File: src/shared/ccp_params.svh
`ifndef CCP_PARAMS_SVH
`define CCP_PARAMS_SVH

// APB byte addresses
`define CCP_ADDR_MODE        8'h00
`define CCP_ADDR_CMP_LOW     8'h04
`define CCP_ADDR_CMP_HIGH    8'h08
`define CCP_ADDR_STATUS      8'h0c

// Mode configuration field positions
`define CCP_BIT_OFS          7
`define CCP_BIT_CMP_EN       6
`define CCP_BIT_RISE         5
`define CCP_BIT_FALL         4
`define CCP_BIT_MATCH        3
`define CCP_BIT_TOGGLE       2
`define CCP_BIT_PWM          1
`define CCP_BIT_IE           0

// Status field positions
`define CCP_BIT_FLAG         0
`define CCP_BIT_PIN          1

// Reset values
`define CCP_RST_MODE         8'h00
`define CCP_RST_CMP          8'h00
`define CCP_RST_PIN          1'b0

`endif

File: src/shared/ccp_pkg.sv
package ccp_pkg;

    typedef enum logic [4:0] {
        CCP_NOP   = 5'b00001,
        CCP_CMP16 = 5'b00010,
        CCP_PWM16 = 5'b00100,
        CCP_WIN   = 5'b01000,
        CCP_OTHER = 5'b10000
    } ccp_mode_e;

    typedef logic [7:0]  ccp_byte_t;
    typedef logic [15:0] ccp_word_t;

endpackage

File: src/shared/ccp_cmp_if.sv
`timescale 1ns/1ps
interface ccp_cmp_if;
    import ccp_pkg::*;
    ccp_word_t count;
    ccp_word_t cmp;
    logic      gt16;
    logic      eq16;
    logic      lo_gt_l;
    logic      lo_eq_l;
    logic      lo_gt_h;
    logic      lo_eq_h;

    modport calc
    (
        input  count,
        input  cmp,
        output gt16,
        output eq16,
        output lo_gt_l,
        output lo_eq_l,
        output lo_gt_h,
        output lo_eq_h
    );

    modport user
    (
        output count,
        output cmp,
        input  gt16,
        input  eq16,
        input  lo_gt_l,
        input  lo_eq_l,
        input  lo_gt_h,
        input  lo_eq_h
    );
endinterface

File: src/core/ccp_top.sv
// Decided for this implementation: the APB slave port and the placing of the registers.
`timescale 1ns/1ps
`include "ccp_params.svh"
module ccp_top
(
    input  wire logic             CLK,
    input  wire logic             NRST,
    input  wire logic             PSEL,
    input  wire logic             PENABLE,
    input  wire logic             PWRITE,
    input  wire logic [7:0]       PADDR,
    input  wire logic [31:0]      PWDATA,
    output logic [31:0]           PRDATA,
    output logic                  PREADY,
    output logic                  PSLVERR,
    input  wire ccp_pkg::ccp_byte_t MAIN_COUNT_HIGH,
    input  wire ccp_pkg::ccp_byte_t MAIN_COUNT_LOW,
    input  wire logic             COUNT_STEP,
    output logic                  MODULE_PIN_O,
    output logic                  MODULE_PIN_OE,
    output logic                  MODULE_EVENT_FLAG
);
    import ccp_pkg::*;

    // Register state
    ccp_byte_t   cfg_q;
    logic        flag_q;
    logic        flag_d;
    logic        pin_q;
    logic        pin_d;
    logic [31:0] rdata_q;
    ccp_byte_t   cmp_l_sh;
    ccp_byte_t   cmp_l_act;
    ccp_byte_t   cmp_h_sh;
    ccp_byte_t   cmp_h_act;
    ccp_mode_e   mode;

    // APB decode
    wire logic setup    = PSEL & ~PENABLE;
    wire logic access   = PSEL & PENABLE;
    wire logic hit_mode = PADDR == `CCP_ADDR_MODE;
    wire logic hit_lo   = PADDR == `CCP_ADDR_CMP_LOW;
    wire logic hit_hi   = PADDR == `CCP_ADDR_CMP_HIGH;
    wire logic hit_stat = PADDR == `CCP_ADDR_STATUS;
    wire logic mapped   = hit_mode | hit_lo | hit_hi | hit_stat;
    wire logic wr_en    = access & PWRITE & mapped;
    wire logic wr_mode  = wr_en & hit_mode;
    wire logic wr_lo    = wr_en & hit_lo;
    wire logic wr_hi    = wr_en & hit_hi;
    wire logic wr_stat  = wr_en & hit_stat;

    assign PREADY  = 1'b1;
    assign PSLVERR = access & ~mapped;
    assign PRDATA  = rdata_q;

    // Mode bits
    wire logic b_of   = cfg_q[`CCP_BIT_OFS];
    wire logic b_cen  = cfg_q[`CCP_BIT_CMP_EN];
    wire logic b_rise = cfg_q[`CCP_BIT_RISE];
    wire logic b_fall = cfg_q[`CCP_BIT_FALL];
    wire logic b_mch  = cfg_q[`CCP_BIT_MATCH];
    wire logic b_tgl  = cfg_q[`CCP_BIT_TOGGLE];
    wire logic b_pwm  = cfg_q[`CCP_BIT_PWM];
    wire logic b_ie   = cfg_q[`CCP_BIT_IE];

    // Bit pattern of 16-bit compare with comparator enable left out
    wire logic cmp_shape = ~b_rise & ~b_fall & ~b_pwm;
    wire logic cfg_zero  = cfg_q == `CCP_RST_MODE;

    always_comb
    begin
        if (b_cen & b_pwm & b_rise & ~b_fall)
            mode = CCP_PWM16;
        else if (b_cen & b_pwm & ~b_rise & b_fall)
            mode = CCP_WIN;
        else if (b_cen & cmp_shape)
            mode = CCP_CMP16;
        else if (~b_cen & ~b_rise & ~b_fall & ~b_pwm)
            mode = CCP_NOP;
        else
            mode = CCP_OTHER;
    end

    // Comparator enable handling by hardware on compare byte writes
    wire logic hw_cen_set = wr_hi & cmp_shape & ~cfg_zero;
    wire logic hw_cen_clr = wr_lo & (mode == CCP_CMP16);

    ccp_byte_t cfg_d;
    always_comb
    begin
        cfg_d = cfg_q;
        if (wr_mode)
            cfg_d = PWDATA[7:0];
        else if (hw_cen_set)
            cfg_d[`CCP_BIT_CMP_EN] = 1'b1;
        else if (hw_cen_clr)
            cfg_d[`CCP_BIT_CMP_EN] = 1'b0;
    end

    // Count and compare paths
    ccp_cmp_if cif ();
    assign cif.count = {MAIN_COUNT_HIGH, MAIN_COUNT_LOW};
    assign cif.cmp   = {cmp_h_act, cmp_l_act};

    ccp_cmp u_cmp
    (
        .c (cif.calc)
    );

    // Buffered compare reload at the wrap point of the running mode
    wire logic wrap16 = cif.count == 16'h0000;
    wire logic wrap8  = MAIN_COUNT_LOW == 8'h00;
    wire logic load_on_wrap =
        COUNT_STEP & ((mode == CCP_WIN) ? wrap8 : wrap16);
    wire logic idle_load = (mode == CCP_NOP) | (mode == CCP_OTHER);
    wire logic load_act  = load_on_wrap | idle_load;

    ccp_cbuf u_buf_lo
    (
        .clk      (CLK),
        .nrst     (NRST),
        .wr       (wr_lo),
        .wdata    (PWDATA[7:0]),
        .load     (load_act),
        .shadow_q (cmp_l_sh),
        .active_q (cmp_l_act)
    );

    ccp_cbuf u_buf_hi
    (
        .clk      (CLK),
        .nrst     (NRST),
        .wr       (wr_hi),
        .wdata    (PWDATA[7:0]),
        .load     (load_act),
        .shadow_q (cmp_h_sh),
        .active_q (cmp_h_act)
    );

    // Windowed output: open past low compare, shut past high compare
    wire logic window  = cif.lo_gt_l & ~cif.lo_gt_h;
    wire logic pin_w   = window ^ b_tgl;
    wire logic pin_p16 = b_tgl | cif.gt16;

    // Match action on the pin for 16-bit compare
    logic pin_c16;
    always_comb
    begin
        case ({b_of, b_tgl})
            2'b00:   pin_c16 = pin_q;
            2'b01:   pin_c16 = ~pin_q;
            2'b10:   pin_c16 = 1'b0;
            2'b11:   pin_c16 = 1'b1;
            default: pin_c16 = pin_q;
        endcase
    end

    always_comb
    begin
        pin_d = pin_q;
        if (COUNT_STEP)
        begin
            case (mode)
                CCP_PWM16: pin_d = pin_p16;
                CCP_WIN:   pin_d = pin_w;
                CCP_CMP16: pin_d = cif.eq16 ? pin_c16 : pin_q;
                CCP_NOP:   pin_d = pin_q;
                CCP_OTHER: pin_d = pin_q;
                default:   pin_d = pin_q;
            endcase
        end
        else if (mode == CCP_PWM16 && b_tgl)
            pin_d = 1'b1;
    end

    // Module events
    logic event_hit;
    always_comb
    begin
        case (mode)
            CCP_PWM16: event_hit = cif.eq16;
            CCP_WIN:   event_hit = cif.lo_eq_l
                                 | (b_mch & cif.lo_eq_h);
            CCP_CMP16: event_hit = cif.eq16;
            CCP_NOP:   event_hit = 1'b0;
            CCP_OTHER: event_hit = 1'b0;
            default:   event_hit = 1'b0;
        endcase
    end

    wire logic event_set = COUNT_STEP & event_hit & b_ie;
    wire logic flag_clr  = wr_stat & PWDATA[`CCP_BIT_FLAG];

    // Set beats a clear in the same cycle
    always_comb
    begin
        flag_d = flag_q;
        if (flag_clr)
            flag_d = 1'b0;
        if (event_set)
            flag_d = 1'b1;
    end

    // Read data captured in the setup cycle
    wire ccp_byte_t status_v =
        {6'h00, pin_q, flag_q};
    wire logic [31:0] rd_mux =
        hit_mode ? {24'h000000, cfg_q} :
        hit_lo   ? {24'h000000, cmp_l_sh} :
        hit_hi   ? {24'h000000, cmp_h_sh} :
        hit_stat ? {24'h000000, status_v} :
                   32'h00000000;

    always_ff @(posedge CLK or negedge NRST)
    begin
        if (!NRST)
        begin
            cfg_q   <= `CCP_RST_MODE;
            flag_q  <= 1'b0;
            pin_q   <= `CCP_RST_PIN;
            rdata_q <= 32'h00000000;
        end
        else
        begin
            cfg_q  <= cfg_d;
            flag_q <= flag_d;
            pin_q  <= pin_d;
            if (setup && !PWRITE)
                rdata_q <= rd_mux;
        end
    end

    assign MODULE_PIN_O      = pin_q;
    assign MODULE_PIN_OE     = (mode == CCP_PWM16) | (mode == CCP_WIN)
                             | (mode == CCP_CMP16);
    assign MODULE_EVENT_FLAG = flag_q;
endmodule

File: src/core/ccp_cbuf.sv
`timescale 1ns/1ps
`include "ccp_params.svh"
module ccp_cbuf
(
    input  wire logic            clk,
    input  wire logic            nrst,
    input  wire logic            wr,
    input  wire ccp_pkg::ccp_byte_t wdata,
    input  wire logic            load,
    output ccp_pkg::ccp_byte_t   shadow_q,
    output ccp_pkg::ccp_byte_t   active_q
);
    import ccp_pkg::*;

    // Shadow takes software writes, active feeds the comparator
    always_ff @(posedge clk or negedge nrst)
    begin
        if (!nrst)
        begin
            shadow_q <= `CCP_RST_CMP;
            active_q <= `CCP_RST_CMP;
        end
        else
        begin
            if (wr)
                shadow_q <= wdata;
            if (load)
                active_q <= wr ? wdata : shadow_q;
        end
    end
endmodule

File: src/core/ccp_cmp.sv
`timescale 1ns/1ps
module ccp_cmp
(
    ccp_cmp_if.calc c
);
    import ccp_pkg::*;

    wire ccp_byte_t lo    = c.count[7:0];
    wire ccp_byte_t cmp_l = c.cmp[7:0];
    wire ccp_byte_t cmp_h = c.cmp[15:8];

    assign c.gt16    = c.count > c.cmp;
    assign c.eq16    = c.count == c.cmp;
    assign c.lo_gt_l = lo > cmp_l;
    assign c.lo_eq_l = lo == cmp_l;
    assign c.lo_gt_h = lo > cmp_h;
    assign c.lo_eq_h = lo == cmp_h;
endmodule

File: config.mk
export PLATFORM = sky130hd
export DESIGN_NAME = ccp_top
export DESIGN_NICKNAME = d
export VERILOG_FILES = /design/src/shared/ccp_pkg.sv /design/src/shared/ccp_cmp_if.sv /design/src/core/ccp_top.sv /design/src/core/ccp_cbuf.sv /design/src/core/ccp_cmp.sv
export VERILOG_INCLUDE_DIRS = /design/src /design/src/shared
export SDC_FILE = /design/constraint.sdc
export NUM_CORES = 1
export LEC_CHECK = 0
export ABC_AREA = 1
export BUFFER_PORTS_ARGS = -buffer_cell sky130_fd_sc_hd__clkbuf_2
export CORE_ASPECT_RATIO = 0.6
export CORE_MARGIN = 5
export CORE_UTILIZATION = 50
export DETAILED_ROUTE_END_ITERATION = 8
export GPL_TIMING_DRIVEN = 1
export PLACE_DENSITY = 0.85
export SLEW_MARGIN = 10
export SYNTH_ARGS = -nofsm -noshare
export SYNTH_HDL_FRONTEND = slang
export SYNTH_SLANG_ARGS = --single-unit
File: constraint.sdc
create_clock -name CLK -period 1.9 [get_ports CLK]
set_input_delay 0.38 -clock CLK [delete_from_list [all_inputs] [get_ports CLK]]
set_output_delay 0.38 -clock CLK [all_outputs]
set_load 0.01 [all_outputs]
Word level (Yosys, flattened, before mapping)
Index checks and enable logic that the tools add are counted.
{ "totals": {"ff_bits": 74, "in_bits": 62, "output_inout_bits": 37} }
{ "classes": {"magnitude_cmp": 3, "n_reduce_logical": 13, "bitwise": 48, "muxes": 22, "eq_ne": 17} }
{ "ops": {"columns": ["operator", "count"], "rows": [
  ["8-bit 2-to-1 mux", 5],
  ["1-bit AND", 29],
  ["8-bit zero test", 3],
  ["5-bit 2-to-1 mux", 4],
  ["16-bit equality test", 1],
  ["8-bit by 4-bit equality test with 1-bit output, second input constant", 2],
  ["8-bit equality test", 2],
  ["16-bit greater-than comparator", 1],
  ["8-bit greater-than comparator", 2],
  ["16-bit zero test", 1],
  ["1-bit 2-to-1 mux", 9],
  ["1-bit inverter", 9],
  ["1-bit bitwise OR", 9],
  ["8-bit by 3-bit equality test with 1-bit output, second input constant", 1],
  ["3-bit inequality test, second input constant", 2],
  ["1-bit one-hot mux with 3 select lines", 2],
  ["5-bit by 1-bit equality test with 1-bit output, second input constant", 1],
  ["5-bit by 2-bit equality test with 1-bit output, second input constant", 1],
  ["5-bit by 3-bit equality test with 1-bit output, second input constant", 1],
  ["5-bit by 4-bit equality test with 1-bit output, second input constant", 1],
  ["5-bit equality test, second input constant", 1],
  ["2-bit equality test, second input constant", 2],
  ["4-bit by 1-bit inequality test with 1-bit output, second input constant", 1],
  ["4-bit AND reduction", 1],
  ["other kinds (10)", 12]
]} }

Longest topological paths before layout
{ "logic_depth": {"depth_word": 14, "ltp_mapped": 14, "mapped_depth_nobuf": 14} }

Hierarchy
From an unflattened synthesis, not the netlist that was laid out.
{ "hier_totals": {"hier_cells": 479, "area_unflattened_um2": 3523.4} }
{ "by_module_without_submodules": {"columns": ["mod", "cells_per_inst", "area_each_um2", "seq_area_each_um2", "instances"], "rows": [
  ["ccp_top", 214, 1470.2, 450.4, 1],
  ["ccp_cbuf", 84, 704.4, 400.4, 2],
  ["ccp_cmp", 97, 644.4, 0.0, 1]
]} }

Worst setup path after synthesis
OpenSTA, ideal clock, no wires.
{ "synth_path": {"kind": "input-to-reg", "from": "in MAIN_COUNT_LOW[7]", "to": "reg pin_q (netlist: MODULE_PIN_O)", "path_slack_ps": 330, "arrival_ps": 1445, "t_required_ps": 1776, "setup_time_ps": 124, "cell_stages": 10, "path_cell_list": "ha_1 -> nand2_1 -> nor2_1 -> nand2_1 -> nor2_1 -> o21ai_0 -> nand2_1 -> nand3b_1 -> a21oi_1 -> a21oi_1"} }
{ "synth_via": {"elab_chain_cells": 6, "word_cells_on_any_way": 12, "classes_between": "3 x order compare; 2 x eq/ne; 2 x mux; 4 x bitwise; 1 x reduce/logical"} }
{ "synth_rtl": {"columns": ["item", "line_no", "rtl"], "rows": [
  ["start, declared", "ccp_top.sv:17", "input wire ccp_pkg::ccp_byte_t MAIN_COUNT_LOW,"],
  ["8-bit greater-than comparator", "ccp_cmp.sv:16", "assign c.lo_gt_h = lo > cmp_h;"],
  ["1-bit inverter", "ccp_top.sv:141", "wire logic window = cif.lo_gt_l & ~cif.lo_gt_h;"],
  ["1-bit AND", "ccp_top.sv:141", null],
  ["1-bit XOR", "ccp_top.sv:142", "wire logic pin_w = window ^ b_tgl;"],
  ["1-bit one-hot mux with 3 select lines", "ccp_top.sv:163", "case (mode)"],
  ["1-bit 2-to-1 mux", "ccp_top.sv:161", "if (COUNT_STEP)"],
  ["end signal, assigned", "ccp_top.sv:220", "pin_q <= `CCP_RST_PIN;"],
  ["end signal, assigned", "ccp_top.sv:227", "pin_q <= pin_d;"],
  ["end, declared", "ccp_top.sv:29", "logic pin_q;"]
]} }
Several ways; a longest one is shown, not always the timed one.
A chain may end at the register's enable or synchronous reset.

Worst setup path in the final report
{ "layout_path": {"from": "reg u_buf_lo.active_q[5]", "to": "reg pin_q (netlist: MODULE_PIN_O)"} }
{ "layout_via": {"elab_chain_cells": 5, "word_cells_on_any_way": 10, "classes_between": "2 x order compare; 2 x eq/ne; 2 x mux; 3 x bitwise; 1 x reduce/logical"} }
{ "layout_rtl": {"columns": ["item", "line_no", "rtl"], "rows": [
  ["start, declared", "ccp_cbuf.sv:11", "output ccp_pkg::ccp_byte_t active_q"],
  ["start signal, assigned", "ccp_cbuf.sv:21", "active_q <= `CCP_RST_CMP;"],
  ["start signal, assigned", "ccp_cbuf.sv:28", "active_q <= wr ? wdata : shadow_q;"],
  ["8-bit greater-than comparator", "ccp_cmp.sv:14", "assign c.lo_gt_l = lo > cmp_l;"],
  ["1-bit AND", "ccp_top.sv:141", null],
  ["1-bit XOR", "ccp_top.sv:142", null],
  ["1-bit one-hot mux with 3 select lines", "ccp_top.sv:163", null],
  ["1-bit 2-to-1 mux", "ccp_top.sv:161", null]
]} }
Several ways; a longest one is shown, not always the timed one.

==> results.tsv <==
metric	value	unit
Synth top area share	37.7	%
final setup fails	0	
Vias	2791	
Synth Area per Inst	8.16	sq um
Worst slew margin	57.0	%
Clock Tree Root	clkbuf_8	
dpl cell area	3550	sq um
CP endpoint kind	flop	
Most used DFF post-synth	dfrtp_1	
sequential standard cell area	1260	sq um
Top delay family on crit path	simple AND/OR/NAND/NOR gates	
Slew @ Worst Pin	0.644	ns
WS Path Type	reg -> reg	
post-synthesis instance total	407	
number of synthesized flops with an enable pin	0	
synth warn	0	
CP Cell Sequence	inv_1 -> ha_4 -> nand2_1 -> nor2_2 -> nand2_2 -> nor2_4 -> o21ai_0 -> nand2_1 -> nand3b_1 -> a21oi_1 -> a21oi_1	
IO Count	99	
Hold Path Class	in -> async	
area of the die	8420	sq um
crit share post-route	96.9	%
CTS tree	built	
Syn-to-layout area delta	12.6	%
CTS clk-pin slew, worst paths	0.09	ns
Initial Utilization	50.6	%
grt ovf	0	
final slew viol count	0	
largest net degree at the start of global routing	51	
I/O Buffers	49	
sum of negative setup slack	0	ns
Final ANT Viol Nets	0	
Die X	115	um
vias per cell	5.06	
CP arrival	2.02	ns
final instance area	3740	sq um
drt first pass iters	4	
area occupied by multi-input gates	1730	sq um
final-stage net count	550	
Yosys top cell by area	dfrtp_1	
type of origin of the critical path	flop	
slowest stage cell on the critical path	dfrtp_1	
Critical Path RT	2.08	ns
global-route wire length before repair	12800	um
Cell Area, Synth	3320	sq um
fmax	0.543	GHz
LEAKAGE	0.00187	uW
Max Cap Viol	0	
chip height	73.1	um
initial antenna violation count	0	
Final min period	1.84	ns
top cells by area, synth	dfrtp_1 38%, nand2_1 11%, ha_1 9.0%	
Bufs and invs on worst path	1	
Antenna Cells	0	
vias in the first global route	2746	
final hold viol count	0	
# rows	23	
CORE AREA	6560	sq um
final setup skew	0.00433	ns
CTS sink cnt	50	
H-tree levels	2	
Fillers	588	
total track usage	19.1	%
clock buffer depth	2	
Synth async-reset ratio	100	%
most frequent cell after synthesis	nand2_1	
DR iter-0 viols	252	
residual DRC count	0	
fraction of layout cells with a size suffix above 1	28.0	%
Yosys reg bits	50	
status	finished, final reports clean	
Post-CTS Hold Buffers	0	
Worst VDD drop	276	uV
CTS Buf Count	5	
sequential area share after synthesis	37.7	%
routability cong.	0.920	
routed length per placed instance	14.3	um
Synth top cells by count	94 x nand2_1, 50 x dfrtp_1, 47 x inv_1	
worst-path fanout max	4	
DP Wirelength	6190	um
power per cell area	553	nW/um^2
CP peak stage delay	0.34	ns
worst skew pair latency	0.30	ns
Post-Route WL	7870	um
Distinct cells, synth	38	
-- cell type report --
type / instances / share of cell area (%)
Clock buffer: 8 / 2.95
Inverter: 50 / 5.02
Multi-Input combinational cell: 297 / 46.4
Sequential cell: 50 / 33.6
Tap cell: 87 / 2.91
Timing Repair Buffer: 60 / 9.11
-- final timing paths --
kind	startpoint	to	slack, ns	cells past startpoint
worst min register to register	PRDATA[6]	PRDATA[6]	0.50	2
worst max-delay path	u_buf_lo.active_q[5]	MODULE_PIN_O	0.06	11
max in group asynchronous	NRST	cfg_q[1]	1.25	2
worst min-delay path	NRST	PRDATA[7]	0.17	2
min in group CLK	PWDATA[2]	cfg_q[2]	0.32	3
worst max register to register	u_buf_lo.active_q[5]	MODULE_PIN_O	0.06	11
-- placed cells by master (no fill, tap or decap), drive strengths merged --
| cell type | count |
|---|---|
| nand2 | 116 |
| nand3 | 10 |
| dfrtp | 50 |
| or2 | 1 |
| nor2 | 24 |
| buf | 11 |
| a21oi | 18 |
| ha | 24 |
| nor3b | 1 |
| and2 | 2 |
| o21ai | 50 |
| a21o | 4 |
| o211ai | 1 |
| a31oi | 1 |
| nor3 | 7 |
| nand3b | 1 |
| inv | 50 |
| a22o | 3 |
| nand4 | 3 |
| conb | 25 |
| a221oi | 2 |
| nor4 | 4 |
| clkbuf | 57 |
-- cell families after synthesis --
group	share of synthesized area (%)
other cells	0.226
fa+ha+maj	9.05
simple gates	24.2
buf+inv	14.1
flops	37.7
compound gates	14.8
-- layer usage --
layer  track usage, %  routed length [um]  vias up
met2             31.3                3710       88
met5                0                   0        -
met1             26.4                3550     1306
li1                 -                   -     1385
met3             3.98                 520       12
met4             3.52                  91        0
-- sequential cells by signal, indices dropped and copies added, names as in the netlist --
register	flops
PRDATA	8
u_buf_lo.active_q	8
u_buf_hi.shadow_q	8
u_buf_hi.active_q	8
cfg_q	8
MODULE_PIN_O	1
MODULE_EVENT_FLAG	1
u_buf_lo.shadow_q	8
-- report_power, final --
| group | total, uW | internal, uW | switching, uW |
|---|---|---|---|
| logic | 253 | 88.3 | 165 |
| clock network | 722 | 368 | 353 |
| registers | 1090 | 1080 | 13.5 |
-- repair_timing --
item                       in CTS  in global routing
setup endpoints to repair       1                  3
pin swaps                       0                  5
gates resized for setup         1                 14
buffers inserted                0                  3
-- through the flow --
stage | power, uW | hold slack [ns] | instances | utilization (%) | worst slack (ns)
floorplan | 1280 | 0.0844 | 430 | - | 0.330
global placement | 1340 | 0.470 | 541 | 54.2 | 0.0525
detailed placement | 1350 | 0.479 | 541 | 54.2 | -0.0189
CTS | 2060 | 0.202 | 549 | 55.9 | 0.0234
global route | 2150 | 0.237 | 552 | 56.9 | -0.0203
finish | 2070 | 0.174 | 552 | 56.9 | 0.0591
Power figures use the tool's default switching activity.
